--- config.mk ---
export PLATFORM = sky130hd
export DESIGN_NAME = rss_device_flat
export DESIGN_NICKNAME = d
export VERILOG_FILES = /design/src/hdl/rss_pkg.sv /design/src/hdl/rss_link_if.sv /design/src/hdl/rss_device.sv /design/src/flat_wrapper.sv
export SDC_FILE = /design/constraint.sdc
export NUM_CORES = 1
export LEC_CHECK = 0
export BUFFER_PORTS_ARGS = -buffer_cell sky130_fd_sc_hd__buf_2
export CELL_PAD_IN_SITES_DETAIL_PLACEMENT = 0
export CELL_PAD_IN_SITES_GLOBAL_PLACEMENT = 1
export CORE_MARGIN = 1
export CORE_UTILIZATION = 26
export CTS_CLUSTER_DIAMETER = 40
export CTS_CLUSTER_SIZE = 10
export DETAILED_ROUTE_END_ITERATION = 16
export PLACE_DENSITY = 0.74
export SYNTH_ARGS = -nofsm -noshare
export SYNTH_HDL_FRONTEND = slang
export SYNTH_SLANG_ARGS = --single-unit
--- constraint.sdc ---
create_clock -name clk_i -period 1.15 [get_ports clk_i]
set_input_delay 0 -clock clk_i [delete_from_list [all_inputs] [get_ports clk_i]]
set_output_delay 0 -clock clk_i [all_outputs]
set_load 0.02 [all_outputs]
--- src/hdl/rss_pkg.sv ---
// package: constants shared by both ends of the reset/strap/select link
package rss_pkg;
  // mode decoded from the two protocol straps
  typedef enum logic [1:0] {
    RSS_MODE_NATIVE,
    RSS_MODE_ALT_A,
    RSS_MODE_ALT_B,
    RSS_MODE_ALT_C
  } rss_mode_t;
  // decoded local-bus target of a cycle
  typedef enum logic [1:0] {
    RSS_TGT_NONE,
    RSS_TGT_REGS,
    RSS_TGT_IMAGE0,
    RSS_TGT_IMAGE1
  } rss_tgt_t;
  // device register space (byte offsets of 32-bit registers on the local bus)
  localparam logic [7:0] RSS_OFS_MISC_CONTROL_REG = 8'h00;
  localparam logic [7:0] RSS_OFS_MISC_CONTROL_SECOND_REG = 8'h04;
  localparam logic [7:0] RSS_OFS_CMD_STAT = 8'h08;
  localparam logic [7:0] RSS_OFS_STRAPS = 8'h0C;
  // field positions
  localparam int RSS_BIT_SOFT_RST = 0;
  localparam int RSS_BIT_HOST_DIS = 0;
  localparam int RSS_BIT_ARB_EN = 1;
  localparam int RSS_BIT_MASTER_EN = 2;
  // host controller register space
  localparam logic [7:0] RSS_HOFS_CTRL = 8'h00;
  localparam logic [7:0] RSS_HOFS_ADDR = 8'h04;
  localparam logic [7:0] RSS_HOFS_WDATA = 8'h08;
  localparam logic [7:0] RSS_HOFS_STATUS = 8'h0C;
  localparam logic [7:0] RSS_HOFS_RDATA = 8'h10;
  localparam logic [7:0] RSS_HOFS_CONFIG = 8'h14;
  // ctrl field positions (host)
  localparam int RSS_HC_GO = 0;
  localparam int RSS_HC_WRITE = 1;
  localparam int RSS_HC_BRIDGE = 2;
  localparam int RSS_HC_IMAGE = 3;
  localparam int RSS_HC_BURST = 4;
  localparam int RSS_HC_HRESET = 5;
  localparam int RSS_HC_LRESET = 6;
  localparam int RSS_HC_HOTSWAP = 7;
  // processor interface setup at reset
  localparam logic [1:0] RSS_MULTIPIN_RETRY = 2'h2;
  localparam logic [31:0] RSS_ZERO32 = 32'h0000_0000;
  localparam logic [3:0] RSS_BURST_BEATS = 4'h4;
endpackage

--- src/hdl/rss_link_if.sv ---
// interface: pins between bridge device and processor-side controller
interface rss_link_if;
  logic host_hard_reset_n;
  logic local_reset_in_n;
  logic hot_swap_ok_n;
  logic reset_out_n;
  logic reg_chip_select_n;
  logic bridge_chip_select_n;
  logic image_select;
  logic burst_in_progress_n;
  logic size_bit_one;
  logic write_n;
  logic [7:0] addr;
  logic [31:0] wdata;
  logic [31:0] rdata;
  logic ta_n;
  logic retry_n;
  logic addr_strobe_n;
  logic size_ack0_n;
  logic done_n;
  logic master_enable_strap;
  logic arbiter_enable_strap;
  logic host_bus_disable_strap;

  modport dev (
    input host_hard_reset_n, local_reset_in_n, hot_swap_ok_n,
    input reg_chip_select_n, bridge_chip_select_n, image_select,
    input burst_in_progress_n, size_bit_one, write_n, addr, wdata,
    input addr_strobe_n, size_ack0_n, done_n,
    input master_enable_strap, arbiter_enable_strap, host_bus_disable_strap,
    output reset_out_n, rdata, ta_n, retry_n
  );
  modport host (
    output host_hard_reset_n, local_reset_in_n, hot_swap_ok_n,
    output reg_chip_select_n, bridge_chip_select_n, image_select,
    output burst_in_progress_n, size_bit_one, write_n, addr, wdata,
    output addr_strobe_n, size_ack0_n, done_n,
    output master_enable_strap, arbiter_enable_strap, host_bus_disable_strap,
    input reset_out_n, rdata, ta_n, retry_n
  );
endinterface

--- src/hdl/rss_device.sv ---
// bridge device end: strap capture, reset output and chip-select decode
//
// Added by the designer: the plain strobed port and the register addresses.
module rss_device (
  input wire logic clk_i,
  input wire logic srst_i,
  rss_link_if.dev link,
  output rss_pkg::rss_mode_t mode_o,
  output rss_pkg::rss_tgt_t target_o,
  output logic target_valid_o,
  output logic master_enable_o,
  output logic arbiter_enable_o,
  output logic host_bus_disable_o
);
  // ----------------------------------------------------------------
  // pin synchronisers
  // ----------------------------------------------------------------
  logic [6:0] sync1_reg;
  logic [6:0] sync2_reg;
  logic [6:0] pins_raw;
  assign pins_raw = {link.host_hard_reset_n, link.local_reset_in_n, link.hot_swap_ok_n,
                     link.burst_in_progress_n, link.size_bit_one,
                     link.master_enable_strap, link.arbiter_enable_strap};
  always_ff @(posedge clk_i) begin
    sync1_reg <= pins_raw;
    sync2_reg <= sync1_reg;
  end
  logic hard_n;
  logic lrst_n;
  logic hs_n;
  assign hard_n = sync2_reg[6];
  assign lrst_n = sync2_reg[5];
  assign hs_n = sync2_reg[4];
  logic dis_s1_reg;
  logic dis_s2_reg;
  always_ff @(posedge clk_i) begin
    dis_s1_reg <= link.host_bus_disable_strap;
    dis_s2_reg <= dis_s1_reg;
  end

  // ----------------------------------------------------------------
  // reset events
  // ----------------------------------------------------------------
  logic hard_d_reg;
  logic lrst_d_reg;
  logic hs_d_reg;
  always_ff @(posedge clk_i) begin
    if (srst_i) begin
      hard_d_reg <= 1'b0;
      lrst_d_reg <= 1'b0;
      hs_d_reg <= 1'b1;
    end else begin
      hard_d_reg <= hard_n;
      lrst_d_reg <= lrst_n;
      hs_d_reg <= hs_n;
    end
  end
  logic hard_active;
  logic capture_evt;
  assign hard_active = ~hard_n;
  assign capture_evt = (hard_n & ~hard_d_reg) | (lrst_n & ~lrst_d_reg) | (~hs_n & hs_d_reg);

  // ----------------------------------------------------------------
  // strap latches
  // ----------------------------------------------------------------
  logic burst_in_progress_n_reg;
  logic siz1_reg;
  logic arb_reg;
  always_ff @(posedge clk_i) begin
    if (srst_i) begin
      burst_in_progress_n_reg <= 1'b1;
      siz1_reg <= 1'b1;
      arb_reg <= 1'b0;
    end else if (capture_evt) begin
      burst_in_progress_n_reg <= sync2_reg[3];
      siz1_reg <= sync2_reg[2];
      arb_reg <= sync2_reg[0];
    end
  end

  always_ff @(posedge clk_i) begin
    if (srst_i) begin
      mode_o <= rss_pkg::RSS_MODE_NATIVE;
    end else begin
      unique case ({burst_in_progress_n_reg, siz1_reg})
        2'b11: mode_o <= rss_pkg::RSS_MODE_NATIVE;
        2'b10: mode_o <= rss_pkg::RSS_MODE_ALT_A;
        2'b01: mode_o <= rss_pkg::RSS_MODE_ALT_B;
        2'b00: mode_o <= rss_pkg::RSS_MODE_ALT_C;
      endcase
    end
  end

  // ----------------------------------------------------------------
  // register access decode
  // ----------------------------------------------------------------
  logic reg_sel;
  logic br_sel;
  logic reg_wr;
  logic reg_rd;
  assign reg_sel = ~link.reg_chip_select_n;
  assign br_sel = ~link.bridge_chip_select_n;
  logic sel_d_reg;
  always_ff @(posedge clk_i) begin
    if (srst_i) begin
      sel_d_reg <= 1'b0;
    end else begin
      sel_d_reg <= reg_sel;
    end
  end
  // one access per select assertion; the termination ends it
  assign reg_wr = reg_sel & ~sel_d_reg & ~link.write_n;
  assign reg_rd = reg_sel & ~sel_d_reg & link.write_n;

  logic soft_rst_reg;
  logic master_en_reg;
  logic host_dis_reg;
  always_ff @(posedge clk_i) begin
    if (srst_i | hard_active) begin
      soft_rst_reg <= 1'b0;
    end else if (reg_wr && link.addr == rss_pkg::RSS_OFS_MISC_CONTROL_REG) begin
      soft_rst_reg <= link.wdata[rss_pkg::RSS_BIT_SOFT_RST];
    end
  end
  always_ff @(posedge clk_i) begin
    if (srst_i) begin
      master_en_reg <= 1'b0;
    end else if (hard_active) begin
      // strap sampled while global reset asserted
      master_en_reg <= sync2_reg[1];
    end else if (reg_wr && link.addr == rss_pkg::RSS_OFS_CMD_STAT) begin
      master_en_reg <= link.wdata[rss_pkg::RSS_BIT_MASTER_EN];
    end
  end
  always_ff @(posedge clk_i) begin
    if (srst_i) begin
      host_dis_reg <= 1'b0;
    end else if (capture_evt) begin
      // disable strap latched at reset end
      host_dis_reg <= dis_s2_reg;
    end else if (reg_wr && link.addr == rss_pkg::RSS_OFS_MISC_CONTROL_SECOND_REG &&
                 !link.wdata[rss_pkg::RSS_BIT_HOST_DIS]) begin
      host_dis_reg <= 1'b0;
    end
  end

  // reset output follows global reset and soft reset
  always_ff @(posedge clk_i) begin
    if (srst_i) begin
      link.reset_out_n <= 1'b0;
    end else begin
      link.reset_out_n <= ~(hard_active | soft_rst_reg);
    end
  end

  // ----------------------------------------------------------------
  // termination and target decode
  // ----------------------------------------------------------------
  always_ff @(posedge clk_i) begin
    if (srst_i) begin
      link.rdata <= rss_pkg::RSS_ZERO32;
    end else if (reg_rd) begin
      unique case (link.addr)
        rss_pkg::RSS_OFS_MISC_CONTROL_REG: link.rdata <= {31'h0, soft_rst_reg};
        rss_pkg::RSS_OFS_MISC_CONTROL_SECOND_REG: link.rdata <= {31'h0, host_dis_reg};
        rss_pkg::RSS_OFS_CMD_STAT: link.rdata <= {29'h0, master_en_reg, 2'h0};
        rss_pkg::RSS_OFS_STRAPS: link.rdata <= {29'h0, burst_in_progress_n_reg, siz1_reg, arb_reg};
        default: link.rdata <= rss_pkg::RSS_ZERO32;
      endcase
    end
  end
  // bridge select terminates each burst beat unless host bus disable is set, which retries it instead
  always_ff @(posedge clk_i) begin
    if (srst_i) begin
      link.ta_n <= 1'b1;
      link.retry_n <= 1'b1;
    end else begin
      link.ta_n <= ~((reg_sel & ~sel_d_reg) | (br_sel & ~host_dis_reg));
      link.retry_n <= ~(br_sel & host_dis_reg);
    end
  end
  // image select picks the slave image
  always_ff @(posedge clk_i) begin
    if (srst_i) begin
      target_o <= rss_pkg::RSS_TGT_NONE;
      target_valid_o <= 1'b0;
    end else begin
      target_valid_o <= reg_sel | (br_sel & ~host_dis_reg);
      if (reg_sel) begin
        target_o <= rss_pkg::RSS_TGT_REGS;
      end else if (br_sel) begin
        target_o <= link.image_select ? rss_pkg::RSS_TGT_IMAGE1 : rss_pkg::RSS_TGT_IMAGE0;
      end else begin
        target_o <= rss_pkg::RSS_TGT_NONE;
      end
    end
  end
  always_ff @(posedge clk_i) begin
    if (srst_i) begin
      master_enable_o <= 1'b0;
      arbiter_enable_o <= 1'b0;
      host_bus_disable_o <= 1'b0;
    end else begin
      master_enable_o <= master_en_reg;
      arbiter_enable_o <= arb_reg;
      host_bus_disable_o <= host_dis_reg;
    end
  end
endmodule

--- src/flat_wrapper.sv ---
// flat-port wrapper written by rule: the top's interface ports become plain ports
module rss_device_flat 
  (clk_i, srst_i, mode_o, target_o, target_valid_o, master_enable_o, arbiter_enable_o, host_bus_disable_o, link_host_hard_reset_n, link_local_reset_in_n, link_hot_swap_ok_n, link_reg_chip_select_n, link_bridge_chip_select_n, link_image_select, link_burst_in_progress_n, link_size_bit_one, link_write_n, link_addr, link_wdata, link_addr_strobe_n, link_size_ack0_n, link_done_n, link_master_enable_strap, link_arbiter_enable_strap, link_host_bus_disable_strap, link_reset_out_n, link_rdata, link_ta_n, link_retry_n);
  rss_link_if link_i ();
  input wire logic clk_i;
  input wire logic srst_i;
  output rss_pkg::rss_mode_t mode_o;
  output rss_pkg::rss_tgt_t target_o;
  output logic target_valid_o;
  output logic master_enable_o;
  output logic arbiter_enable_o;
  output logic host_bus_disable_o;
  input wire logic [$bits(link_i.host_hard_reset_n)-1:0] link_host_hard_reset_n;
  input wire logic [$bits(link_i.local_reset_in_n)-1:0] link_local_reset_in_n;
  input wire logic [$bits(link_i.hot_swap_ok_n)-1:0] link_hot_swap_ok_n;
  input wire logic [$bits(link_i.reg_chip_select_n)-1:0] link_reg_chip_select_n;
  input wire logic [$bits(link_i.bridge_chip_select_n)-1:0] link_bridge_chip_select_n;
  input wire logic [$bits(link_i.image_select)-1:0] link_image_select;
  input wire logic [$bits(link_i.burst_in_progress_n)-1:0] link_burst_in_progress_n;
  input wire logic [$bits(link_i.size_bit_one)-1:0] link_size_bit_one;
  input wire logic [$bits(link_i.write_n)-1:0] link_write_n;
  input wire logic [$bits(link_i.addr)-1:0] link_addr;
  input wire logic [$bits(link_i.wdata)-1:0] link_wdata;
  input wire logic [$bits(link_i.addr_strobe_n)-1:0] link_addr_strobe_n;
  input wire logic [$bits(link_i.size_ack0_n)-1:0] link_size_ack0_n;
  input wire logic [$bits(link_i.done_n)-1:0] link_done_n;
  input wire logic [$bits(link_i.master_enable_strap)-1:0] link_master_enable_strap;
  input wire logic [$bits(link_i.arbiter_enable_strap)-1:0] link_arbiter_enable_strap;
  input wire logic [$bits(link_i.host_bus_disable_strap)-1:0] link_host_bus_disable_strap;
  output wire logic [$bits(link_i.reset_out_n)-1:0] link_reset_out_n;
  output wire logic [$bits(link_i.rdata)-1:0] link_rdata;
  output wire logic [$bits(link_i.ta_n)-1:0] link_ta_n;
  output wire logic [$bits(link_i.retry_n)-1:0] link_retry_n;
  assign link_i.host_hard_reset_n = link_host_hard_reset_n;
  assign link_i.local_reset_in_n = link_local_reset_in_n;
  assign link_i.hot_swap_ok_n = link_hot_swap_ok_n;
  assign link_i.reg_chip_select_n = link_reg_chip_select_n;
  assign link_i.bridge_chip_select_n = link_bridge_chip_select_n;
  assign link_i.image_select = link_image_select;
  assign link_i.burst_in_progress_n = link_burst_in_progress_n;
  assign link_i.size_bit_one = link_size_bit_one;
  assign link_i.write_n = link_write_n;
  assign link_i.addr = link_addr;
  assign link_i.wdata = link_wdata;
  assign link_i.addr_strobe_n = link_addr_strobe_n;
  assign link_i.size_ack0_n = link_size_ack0_n;
  assign link_i.done_n = link_done_n;
  assign link_i.master_enable_strap = link_master_enable_strap;
  assign link_i.arbiter_enable_strap = link_arbiter_enable_strap;
  assign link_i.host_bus_disable_strap = link_host_bus_disable_strap;
  assign link_reset_out_n = link_i.reset_out_n;
  assign link_rdata = link_i.rdata;
  assign link_ta_n = link_i.ta_n;
  assign link_retry_n = link_i.retry_n;
  rss_device u_core (.clk_i(clk_i), .srst_i(srst_i), .link(link_i), .mode_o(mode_o), .target_o(target_o), .target_valid_o(target_valid_o), .master_enable_o(master_enable_o), .arbiter_enable_o(arbiter_enable_o), .host_bus_disable_o(host_bus_disable_o));
endmodule
* Yosys cells after proc, flatten, opt, wreduce, memory -nomap -nowiden *
Cells that the tools add are included.

storage, ports and cells
  bits in registers = 69
  input bits = 57
  output and inout bits = 43
  word-level logic and storage cells = 76

operators by class
  equality and inequality tests = 7
  multiplexer cells = 9
  bitwise gates (word level) = 26
  reductions and logical operators = 9

operators by type and width
  operator                                                          number
  8-bit by 4-bit == test with 1-bit output (second input constant)  2
  1-bit inverter                                                    12
  3-bit one-hot mux with 4 select lines                             1
  1-bit AND                                                         8
  8-bit by 3-bit == test with 1-bit output (second input constant)  1
  8-bit zero test                                                   1
  2-bit one-hot mux with 4 select lines                             1
  1-bit 2-to-1 mux                                                  7
  1-bit bitwise OR                                                  6
  2-bit == test (second input constant)                             2
  1-bit logical AND                                                 4
  3-bit OR reduction                                                1
  2-bit by 1-bit == test with 1-bit output (second input constant)  1
  2-bit zero test                                                   1
  2-bit inequality test (second input constant)                     1
  2-bit nonzero test                                                1
  1-bit zero test                                                   1

* Longest topological paths before layout *
Gate-level depths: netlist (run 1).

  depth in word-level cells = 7
  gate-level depth with buffers = 4
  depth with buffers taken out = 3

* Worst setup path before layout (run 1) *
No wires, ideal clock.

  path type = register to register
  start = register u_core.sel_d_reg
  end = register u_core.link.rdata[0]
  library setup time = 0.096 ns
  arrival time = 0.996 ns
  required time = 1.054 ns
  slack = 0.058 ns
  stages on the path, launching flop included = 3
  path buffers = 0
  clock period less this slack = 1.092 ns
  cell sequence = dfxtp_1 or3b_1 o41ai_2

between the ends
  cells in the longest elaborated chain, start to end = 3

ends and longest elaborated chain
  what                     RTL line           text
  from (decl)              rss_device.sv:103  logic sel_d_reg;
  from (signal assigned)   rss_device.sv:108  sel_d_reg <= reg_sel;
  1-bit inverter           rss_device.sv:113  assign reg_rd = reg_sel & ~sel_d_reg & link.write_n;
  1-bit AND (2 in series)  rss_device.sv:113
  to (signal assigned)     rss_device.sv:161  link.rdata <= rss_pkg::RSS_ZERO32;
  to (signal assigned)     rss_device.sv:164  rss_pkg::RSS_OFS_MISC_CONTROL_REG: link.rdata <= {31'h0, soft_rst_reg};
  to (signal assigned)     rss_device.sv:165  rss_pkg::RSS_OFS_MISC_CONTROL_SECOND_REG: link.rdata <= {31'h0, host_dis_reg};
  to (decl)                rss_link_if.sv:31  output reset_out_n, rdata, ta_n, retry_n

No other way between the ends.
A chain may end at the register's enable or synchronous reset.

* Worst setup path after layout (run 1) *
Ends and elaborated chain as after synthesis.

==> results of run 1 <==
kinds of logic (layout without fill, tap and decap cells):
| group | count (synthesis) | after routing | synth area share |
|---|---|---|---|
| AND/OR/NAND/NOR | 47 | 47 | 0.199 |
| flip-flops | 40 | 40 | 0.536 |
| buffers and inverters | 32 | 61 | 0.154 |
| AO/OA/AOI/OAI | 16 | 16 | 0.0729 |
| multiplexers | 5 | 5 | 0.0352 |
| other | 1 | 29 | 0.00251 |
worst min path at each step:
stage / from / to / slack (ps) / depth (start not counted)
2_1_floorplan: link_host_bus_disable_strap / u_core.dis_s1_reg / 30 / 0
3_3_place_gp: link_master_enable_strap / u_core.sync1_reg[1] / 100 / 1
3_5_place_dp: link_local_reset_in_n / u_core.sync1_reg[5] / 100 / 1
4_1_cts: link_addr[0] / u_core.link.rdata[0] / 20 / 4
5_1_grt: link_addr[0] / u_core.link.rdata[0] / 40 / 4
6_report: link_addr[0] / u_core.link.rdata[0] / 40 / 4
power groups by stage:
| stage | combinational [mW] | sequential (mW) | clock [mW] |
|---|---|---|---|
| 3_5_place_dp | 0.298 | 1.52 | 0 |
| 2_1_floorplan | 0.251 | 1.53 | 0 |
| 5_1_grt | 0.363 | 1.49 | 1.22 |
| 3_3_place_gp | 0.296 | 1.51 | 0 |
| 6_report | 0.332 | 1.48 | 1.11 |
| 4_1_cts | 0.328 | 1.48 | 1.16 |
layout make-up:
type,count,area (um2)
sequential,40,802
inverter,1,3.75
fill,577,3590
multi-input combinational,97,579
tap,72,90.1
clock inverter,3,42.5
clock buffer,5,68.8
timing repair buffer,52,325
what timing repair did:
item,4_1_cts,5_1_grt
hold buffers,11,0
gates resized for setup,1,3
pin swaps,0,1
endpoints found under the hold margin,12,0
setup endpoints to repair,1,4
cloned,0,0
per-stage QoR:
stage | utilization | setup TNS (ps) | total power [mW] | hold WS [ps] | area, um2
final | 0.347 | 0 | 2.93 | 37.9 | 1910
after global routing | 0.347 | 0 | 3.07 | 35.2 | 1910
after CTS | 0.345 | 0 | 2.97 | 24.2 | 1900
after detailed placement | 0.305 | -5.92 | 1.81 | 104 | 1680
after global placement | 0.305 | 0 | 1.81 | 104 | 1680
after floorplan | - | 0 | 1.78 | 27.7 | 1600
per-layer routing:
metal,vias to the layer above,global-route usage
li1,535,-
met1,459,0.105
met2,42,0.137
met3,7,0.0400
met4,0,0.0472
met5,-,0
worst max-delay path, cell delays in order (launching register included):
cell	delay [ps]
dfxtp_2	350
or3b_4	400
o41ai_2	260
cells in the mapped netlist:
cell / number / area (um2)
inv_1: 1 / 3.75
buf_2: 1 / 5.00
nor2_1: 8 / 30.0
nor4_4: 1 / 21.3
buf_4: 29 / 218
nand3_1: 2 / 10.0
nand4_1: 4 / 25.0
o21ai_0: 4 / 20.0
dfxtp_1: 40 / 801
a22oi_1: 1 / 7.51
buf_1: 1 / 3.75
nand4b_1: 1 / 8.76
nor4b_1: 1 / 8.76
or2_2: 1 / 6.26
nor4_1: 2 / 12.5
o41ai_2: 1 / 16.3
a41o_2: 1 / 11.3
nand2_2: 1 / 6.26
o311ai_0: 1 / 8.76
nand2_1: 4 / 15.0
o31ai_1: 1 / 7.51
a21oi_1: 5 / 25.0
or3b_1: 1 / 8.76
nand2b_1: 5 / 31.3
nor2b_1: 10 / 62.6
and2_1: 1 / 6.26
mux2_2: 2 / 22.5
conb_1: 1 / 3.75
mux2i_1: 3 / 30.0
and4_2: 1 / 10.0
a31oi_1: 2 / 12.5
nor3b_1: 3 / 22.5
nor4_2: 1 / 12.5
==> summary.md, run 1 <==
| Metric | Value |
|---|---|
| CTS tree | `done` |
| Chip height | `77.8 um` |
| Clock Power Share | `0.380` |
| Worst-path clk slew | `70 ps` |
| Reg2reg path depth | `2` |
| Final setup fails | `0` |
| Initial Util | `0.271` |
| Mapped Avg Cell Area | `10.6 um2` |
| DIE AREA | `0.00605 mm2` |
| Worst Skew | `4.44 ps` |
| Row Count | `27` |
| Sequential group share of total power | `0.506` |
| Worst setup EP type | `flip-flop` |
| Power Dens Cells | `1530 mW/mm2` |
| Final WS setup | `44.9 ps` |
| CP startpoint kind | `flip-flop` |
| NetSw | `0.710 mW` |
| Crit path max fanout | `4` |
| Dpl cells | `251` |
| Share of layout cells above drive strength 1 | `0.303` |
| RSZ-0062 raised after global routing | `false` |
| Critical path arrival | `1310 ps` |
| Number of buffers created by CTS | `5` |
| Min-delay worst type | `input pin to flip-flop` |
| Sw Ratio | `0.242` |
| Met2 wire len | `1.14 mm` |
| Post-route ant nets | `0` |
| DR iter-0 viols | `27` |
| Status | `completed` |
| Combinational fraction of design power | `0.113` |
| Vias in the first global route | `955` |
| Pleak | `0.854 nW` |
| Crit path capture | `u_core.link.rdata[0]` |
| Layout area overhead | `28.0%` |
| DR pass1 iterations | `4` |
| Fmax | `0.905 GHz` |
| Post-DR wirelength/cell | `9.40 um` |
| Via count | `1043` |
| Yosys warning count | `0` |
| Core ar. | `0.00551 mm2` |
| Met3 routed WL | `172 um` |
| Max Slew Vio Count | `0` |
| Number of port buffers | `37` |
| CTS max path bufs | `2` |
| Pre-CTS WS | `-5.92 ps` |
| CTS root buf | `clkbuf_8` |
| Yosys cell types | `33` |
| Worst Setup SP | `u_core.sel_d_reg` |
| P_int | `2.22 mW` |
| Critical path class | `flip-flop to flip-flop` |
| Final hold vios | `0` |
| Syn Std Cell Area | `0.00149 mm2` |
| Fin nets | `254` |
| All-Layer GR Usage | `0.0899` |
| Max VDD drop | `796 uV` |
| RD Place Congestion | `0.790` |
| Ant. Diodes | `0` |
| # IOs | `100` |
| Drt drc | `0` |
| Top routing layer in use | `met4` |
| DP Wirelength | `1.92 mm` |
| Vias/cell | `3.86` |
| Tmin final | `1110 ps` |
| Commonest non-fill, non-tap cell in the layout | `dfxtp_1` |
| Most frequent cells in the layout | `39 x dfxtp_1, 37 x buf_2, 29 x conb_1` |
| Register bit count reported by yosys | `40` |
| Register-to-register setup slack | `40 ps` |
| Die span in x | `77.8 um` |
| Tcrit/Tclk final | `0.961` |
| GRT overflow | `0` |
| Sequential share of the synthesized area | `0.536` |
| Largest net degree at the start of global routing | `19` |
| CP Data Required Time | `1350 ps` |
| First-pass GRT wire length | `4.20 mm` |
| Worst R2R End | `u_core.link.rdata[0]` |
| H-tree Lvls | `2` |
| Clk Latency, worst-skew pair | `290 ps` |
| Total routed wirelength | `2.54 mm` |
| Metal1 wirelength | `1.17 mm` |
| Clock Sinks | `40` |
| Number of post-CTS setup repair buffers | `0` |
| R2R Path Start | `u_core.sel_d_reg` |
| Mapped Cells | `141` |
| Fin cells | `270` |
| Max Cap Viol | `0` |
| Initial antenna violation count | `0` |
No activity file was read; power rests on OpenSTA's default activity.
==> inputs of run 2 (changes only) <==
Settings changed: CORE_ASPECT_RATIO set to 2, CTS_CLUSTER_SIZE 10 to 30.
==> summary.md, run 2 (synthesis results as in run 1) <==
| Metric | Value |
|---|---|
| Status | `completed` |
| GRT overflow | `0` |
| Number of post-CTS setup repair buffers | `0` |
| Core ar. | `0.00547 mm2` |
| Vias in the first global route | `953` |
| All-Layer GR Usage | `0.0972` |
| Initial antenna violation count | `0` |
| Reg2reg path depth | `2` |
| Commonest non-fill, non-tap cell in the layout | `dfxtp_1` |
| Total routed wirelength | `2.89 mm` |
| Dpl cells | `238` |
| Max Cap Viol | `0` |
| CP Data Required Time | `1360 ps` |
| DR pass1 iterations | `2` |
| Final WS setup | `25.9 ps` |
| Most frequent cells in the layout | `39 x dfxtp_1, 37 x buf_2, 29 x conb_1` |
| RSZ-0062 raised after global routing | `true` |
| Crit path max fanout | `4` |
| Tcrit/Tclk final | `0.978` |
| Clk Latency, worst-skew pair | `290 ps` |
| Initial Util | `0.273` |
| Die span in x | `55.6 um` |
| Pleak | `0.858 nW` |
| CP startpoint kind | `flip-flop` |
| Worst Setup SP | `u_core.sel_d_reg` |
| Power Dens Cells | `1560 mW/mm2` |
| Fin cells | `258` |
| Via count | `1072` |
| Number of port buffers | `37` |
| Crit path capture | `u_core.link.rdata[0]` |
| Vias/cell | `4.16` |
| DIE AREA | `0.00607 mm2` |
| Fmax | `0.890 GHz` |
| Clock Sinks | `40` |
| Worst-path clk slew | `80 ps` |
| Design area | `0.00192 mm2` |
| Ant. Diodes | `0` |
| Min-delay worst type | `input pin to flip-flop` |
| Layout area overhead | `28.4%` |
| Tmin final | `1120 ps` |
| H-tree Lvls | `2` |
| Max VDD drop | `1450 uV` |
| CTS root buf | `clkbuf_8` |
| # IOs | `100` |
| Number of buffers created by CTS | `5` |
| CTS max path bufs | `2` |
| Final hold vios | `0` |
| Drt drc | `0` |
| Critical path class | `flip-flop to flip-flop` |
| Share of layout cells above drive strength 1 | `0.313` |
| Worst setup EP type | `flip-flop` |
| R2R Path Start | `u_core.sel_d_reg` |
| Largest net degree at the start of global routing | `19` |
| Placed cell areas | `0.00166 mm2` |
| Pre-CTS WS | `-10.3 ps` |
| Worst Skew | `1.80 ps` |
| CTS tree | `done` |
| Max Slew Vio Count | `0` |
| Critical path arrival | `1330 ps` |
| DR iter-0 viols | `17` |
| RD Place Congestion | `0.816` |
| Worst R2R End | `u_core.link.rdata[0]` |
| Register-to-register setup slack | `30 ps` |
| DP Wirelength | `2.11 mm` |
| First-pass GRT wire length | `4.40 mm` |
| Post-DR wirelength/cell | `11.2 um` |
| Chip height | `109 um` |
| Post-route ant nets | `0` |
| Final setup fails | `0` |
| Row Count | `38` |
| Setup TNS | `0 ps` |
| Fin nets | `254` |
## run 2: cell count changes in the layout (fill, tap and decap cells not counted), sizes merged
cell	change
clkinv	-1
dlygate4sd3	+1
buf	-1
inv	+1
## run 2: power breakdown
part	leakage (nW)	total (mW)	switching (mW)	internal, mW
combinational	0.470	0.341	0.214	0.127
sequential	0.333	1.48	0.0292	1.45
clock	0.0548	1.17	0.521	0.654
## run 2: cell type report
type,instances,area (um2)
clock buffers,5,68.8
clock inverters,3,46.3
fillers,536,3550
inverters,1,3.75
multi-input cells,97,594
flip-flops and latches,40,802
well taps,60,75.1
repair buffers,52,328
## run 2: worst max-delay path, cell delays in order, from the launching register on
cell and delay (ps):
dfxtp_2 350, or3b_4 430, o41ai_2 260
## run 2: worst min-delay path by stage
stage / slack, ps / startpoint / depth (start not counted) / to
after global routing: 50 / link_addr[0] / 4 / u_core.link.rdata[0]
after detailed placement: 100 / link_arbiter_enable_strap / 1 / u_core.sync1_reg[0]
final: 30 / link_addr[0] / 4 / u_core.link.rdata[0]
after global placement: 100 / link_master_enable_strap / 1 / u_core.sync1_reg[1]
after floorplan: 30 / link_host_bus_disable_strap / 0 / u_core.dis_s1_reg
after CTS: 20 / link_addr[0] / 4 / u_core.link.rdata[0]
## run 2: layer usage
| layer | GRT usage | up-vias | share of wire |
|---|---|---|---|
| li1 | - | 535 | - |
| met1 | 0.0798 | 485 | 0.33 |
| met2 | 0.192 | 47 | 0.59 |
| met3 | 0.0237 | 5 | 0.054 |
| met4 | 0.0732 | 0 | 0.026 |
| met5 | 0 | - | 0 |
## run 2: timing repair
action | 4_1_cts | 5_1_grt
resized for setup | 2 | 6
pin swaps | 0 | 2
endpoints found under the setup margin | 1 | 4
hold buffers | 12 | 0
endpoints found under the hold margin | 13 | 0
## run 2: metrics by stage
| step | utilization | hold WS (ps) | total power [mW] |
|---|---|---|---|
| finish | 0.351 | 26.1 | 3.00 |
| detailed placement | 0.303 | 104 | 1.81 |
| floorplan | - | 27.7 | 1.78 |
| CTS | 0.348 | 16.4 | 3.03 |
| global placement | 0.303 | 103 | 1.81 |
| global route | 0.351 | 47.7 | 3.11 |
==> inputs of run 3 (changes only) <==
Clock period 1.15 ns to 1 ns, I/O delays scaled along.
==> summary.md, run 3 (synthesis results as in run 1) <==
| Metric | Value |
|---|---|
| Post-DR wirelength/cell | `11.2 um` |
| Layout area overhead | `33.8%` |
| # fillers | `552` |
| Die span in x | `55.6 um` |
| Via count | `1096` |
| Clk Latency, worst-skew pair | `300 ps` |
| Pleak | `0.899 nW` |
| Tcrit/Tclk final | `1.12` |
| Critical path class | `flip-flop to flip-flop` |
| Drt drc | `0` |
| P_int | `2.59 mW` |
| Largest net degree at the start of global routing | `15` |
| DR pass1 iterations | `6` |
| RD Place Congestion | `0.842` |
| All-Layer GR Usage | `0.0991` |
| Worst-path clk slew | `90 ps` |
| H-tree Lvls | `2` |
| Initial antenna violation count | `0` |
| Final core utilization | `0.365` |
| Worst Skew | `7.14 ps` |
| Final setup fails | `4` |
| Min-delay worst type | `input pin to flip-flop` |
| Fin nets | `259` |
| GRT overflow | `0` |
| Sequential group share of total power | `0.488` |
| # IOs | `100` |
| RSZ-0062 raised after global routing | `true` |
| CTS max path bufs | `2` |
| Total area of sequential cells | `802 um2` |
| Initial Util | `0.273` |
| Max Cap Viol | `0` |
| Violated checks | `negative setup slack` |
| Combinational fraction of design power | `0.123` |
| Chip height | `109 um` |
| Max Slew Vio Count | `0` |
| Total routed wirelength | `2.95 mm` |
| Fmax | `0.893 GHz` |
| Sw Ratio | `0.257` |
| CP Data Required Time | `1210 ps` |
| Share of layout cells above drive strength 1 | `0.369` |
| Pre-CTS WS | `-95.5 ps` |
| First-pass GRT wire length | `4.46 mm` |
| Setup TNS | `-284 ps` |
| CP startpoint kind | `flip-flop` |
| Hold WS | `45.4 ps` |
| Final WS setup | `-120 ps` |
| DP Wirelength | `2.16 mm` |
| Number of buffers created by CTS | `5` |
| Worst setup EP type | `flip-flop` |
| DR iter-0 viols | `22` |
| Most frequent cells in the layout | `39 x dfxtp_1, 37 x buf_2, 29 x conb_1` |
| CTS root buf | `clkbuf_8` |
| Clock Sinks | `40` |
| Crit path max fanout | `4` |
| Final hold vios | `0` |
| Status | `finished, violations left` |
| Critical path arrival | `1330 ps` |
| DIE AREA | `0.00607 mm2` |
| Clock Power Share | `0.389` |
| Number of port buffers | `37` |
| Core ar. | `0.00547 mm2` |
| Row Count | `38` |
| Ant. Diodes | `0` |
| NetSw | `0.896 mW` |
| Power Dens Cells | `1750 mW/mm2` |
| Commonest non-fill, non-tap cell in the layout | `dfxtp_1` |
| Tmin final | `1120 ps` |
| Vias in the first global route | `1041` |
| Area of the multi-input gates | `637 um2` |
| Post-route ant nets | `0` |
| CTS tree | `done` |
| Max VDD drop | `1060 uV` |
| Vias/cell | `4.17` |
[run 3: worst max-delay path: stages (launching register included)]
cell and delay (ps):
dfxtp_2 340, or3b_4 400, o41ai_2 290
[run 3: power by group through the flow]
stage	Sequential [mW]	Clock, mW	Combinational, mW
2_1_floorplan	1.76	0	0.291
3_3_place_gp	1.74	0	0.362
3_5_place_dp	1.74	0	0.365
4_1_cts	1.70	1.38	0.412
5_1_grt	1.71	1.46	0.464
6_report	1.70	1.36	0.431
[run 3: final cells by class]
cell class	count	area share
Clock buffer	5	0.0344
Multi-Input combinational cell	97	0.319
Clock inverter	3	0.0232
Inverter	1	0.00188
Tap cell	60	0.0376
Timing Repair Buffer	57	0.183
Sequential cell	40	0.401
[run 3: timing repair]
item                       4_1_cts  5_1_grt
pin swaps                        3        6
hold endpoints to repair        13        0
hold buffers                    12        0
resized for setup                6       12
setup buffers                    1        0
setup endpoints to repair        6       10
[run 3: worst paths after layout]
| path | startpoint | to | slack [ps] | cells after the start |
|---|---|---|---|---|
| worst min register to register | u_core.sync1_reg[6] | u_core.sync2_reg[6] | 330 | 0 |
| worst max-delay path | u_core.sel_d_reg | u_core.link.rdata[0] | -120 | 2 |
| worst max register to register | u_core.sel_d_reg | u_core.link.rdata[0] | -120 | 2 |
| worst min-delay path | link_addr[0] | u_core.link.rdata[0] | 50 | 4 |
[run 3: metrics by stage]
| step | area [um2] | total power, mW | instances |
|---|---|---|---|
| 6_report | 2000 | 3.49 | 263 |
| 4_1_cts | 1950 | 3.49 | 263 |
| 2_1_floorplan | 1600 | 2.05 | 169 |
| 3_5_place_dp | 1690 | 2.10 | 242 |
| 3_3_place_gp | 1690 | 2.10 | 242 |
| 5_1_grt | 2000 | 3.64 | 263 |
[run 3: per-layer routing]
metal | part of all wire | vias to the layer above | track usage
li1 | - | 542 | -
met1 | 0.34 | 488 | 0.0802
met2 | 0.55 | 55 | 0.193
met3 | 0.060 | 11 | 0.0249
met4 | 0.045 | 0 | 0.0821
met5 | 0 | - | 0
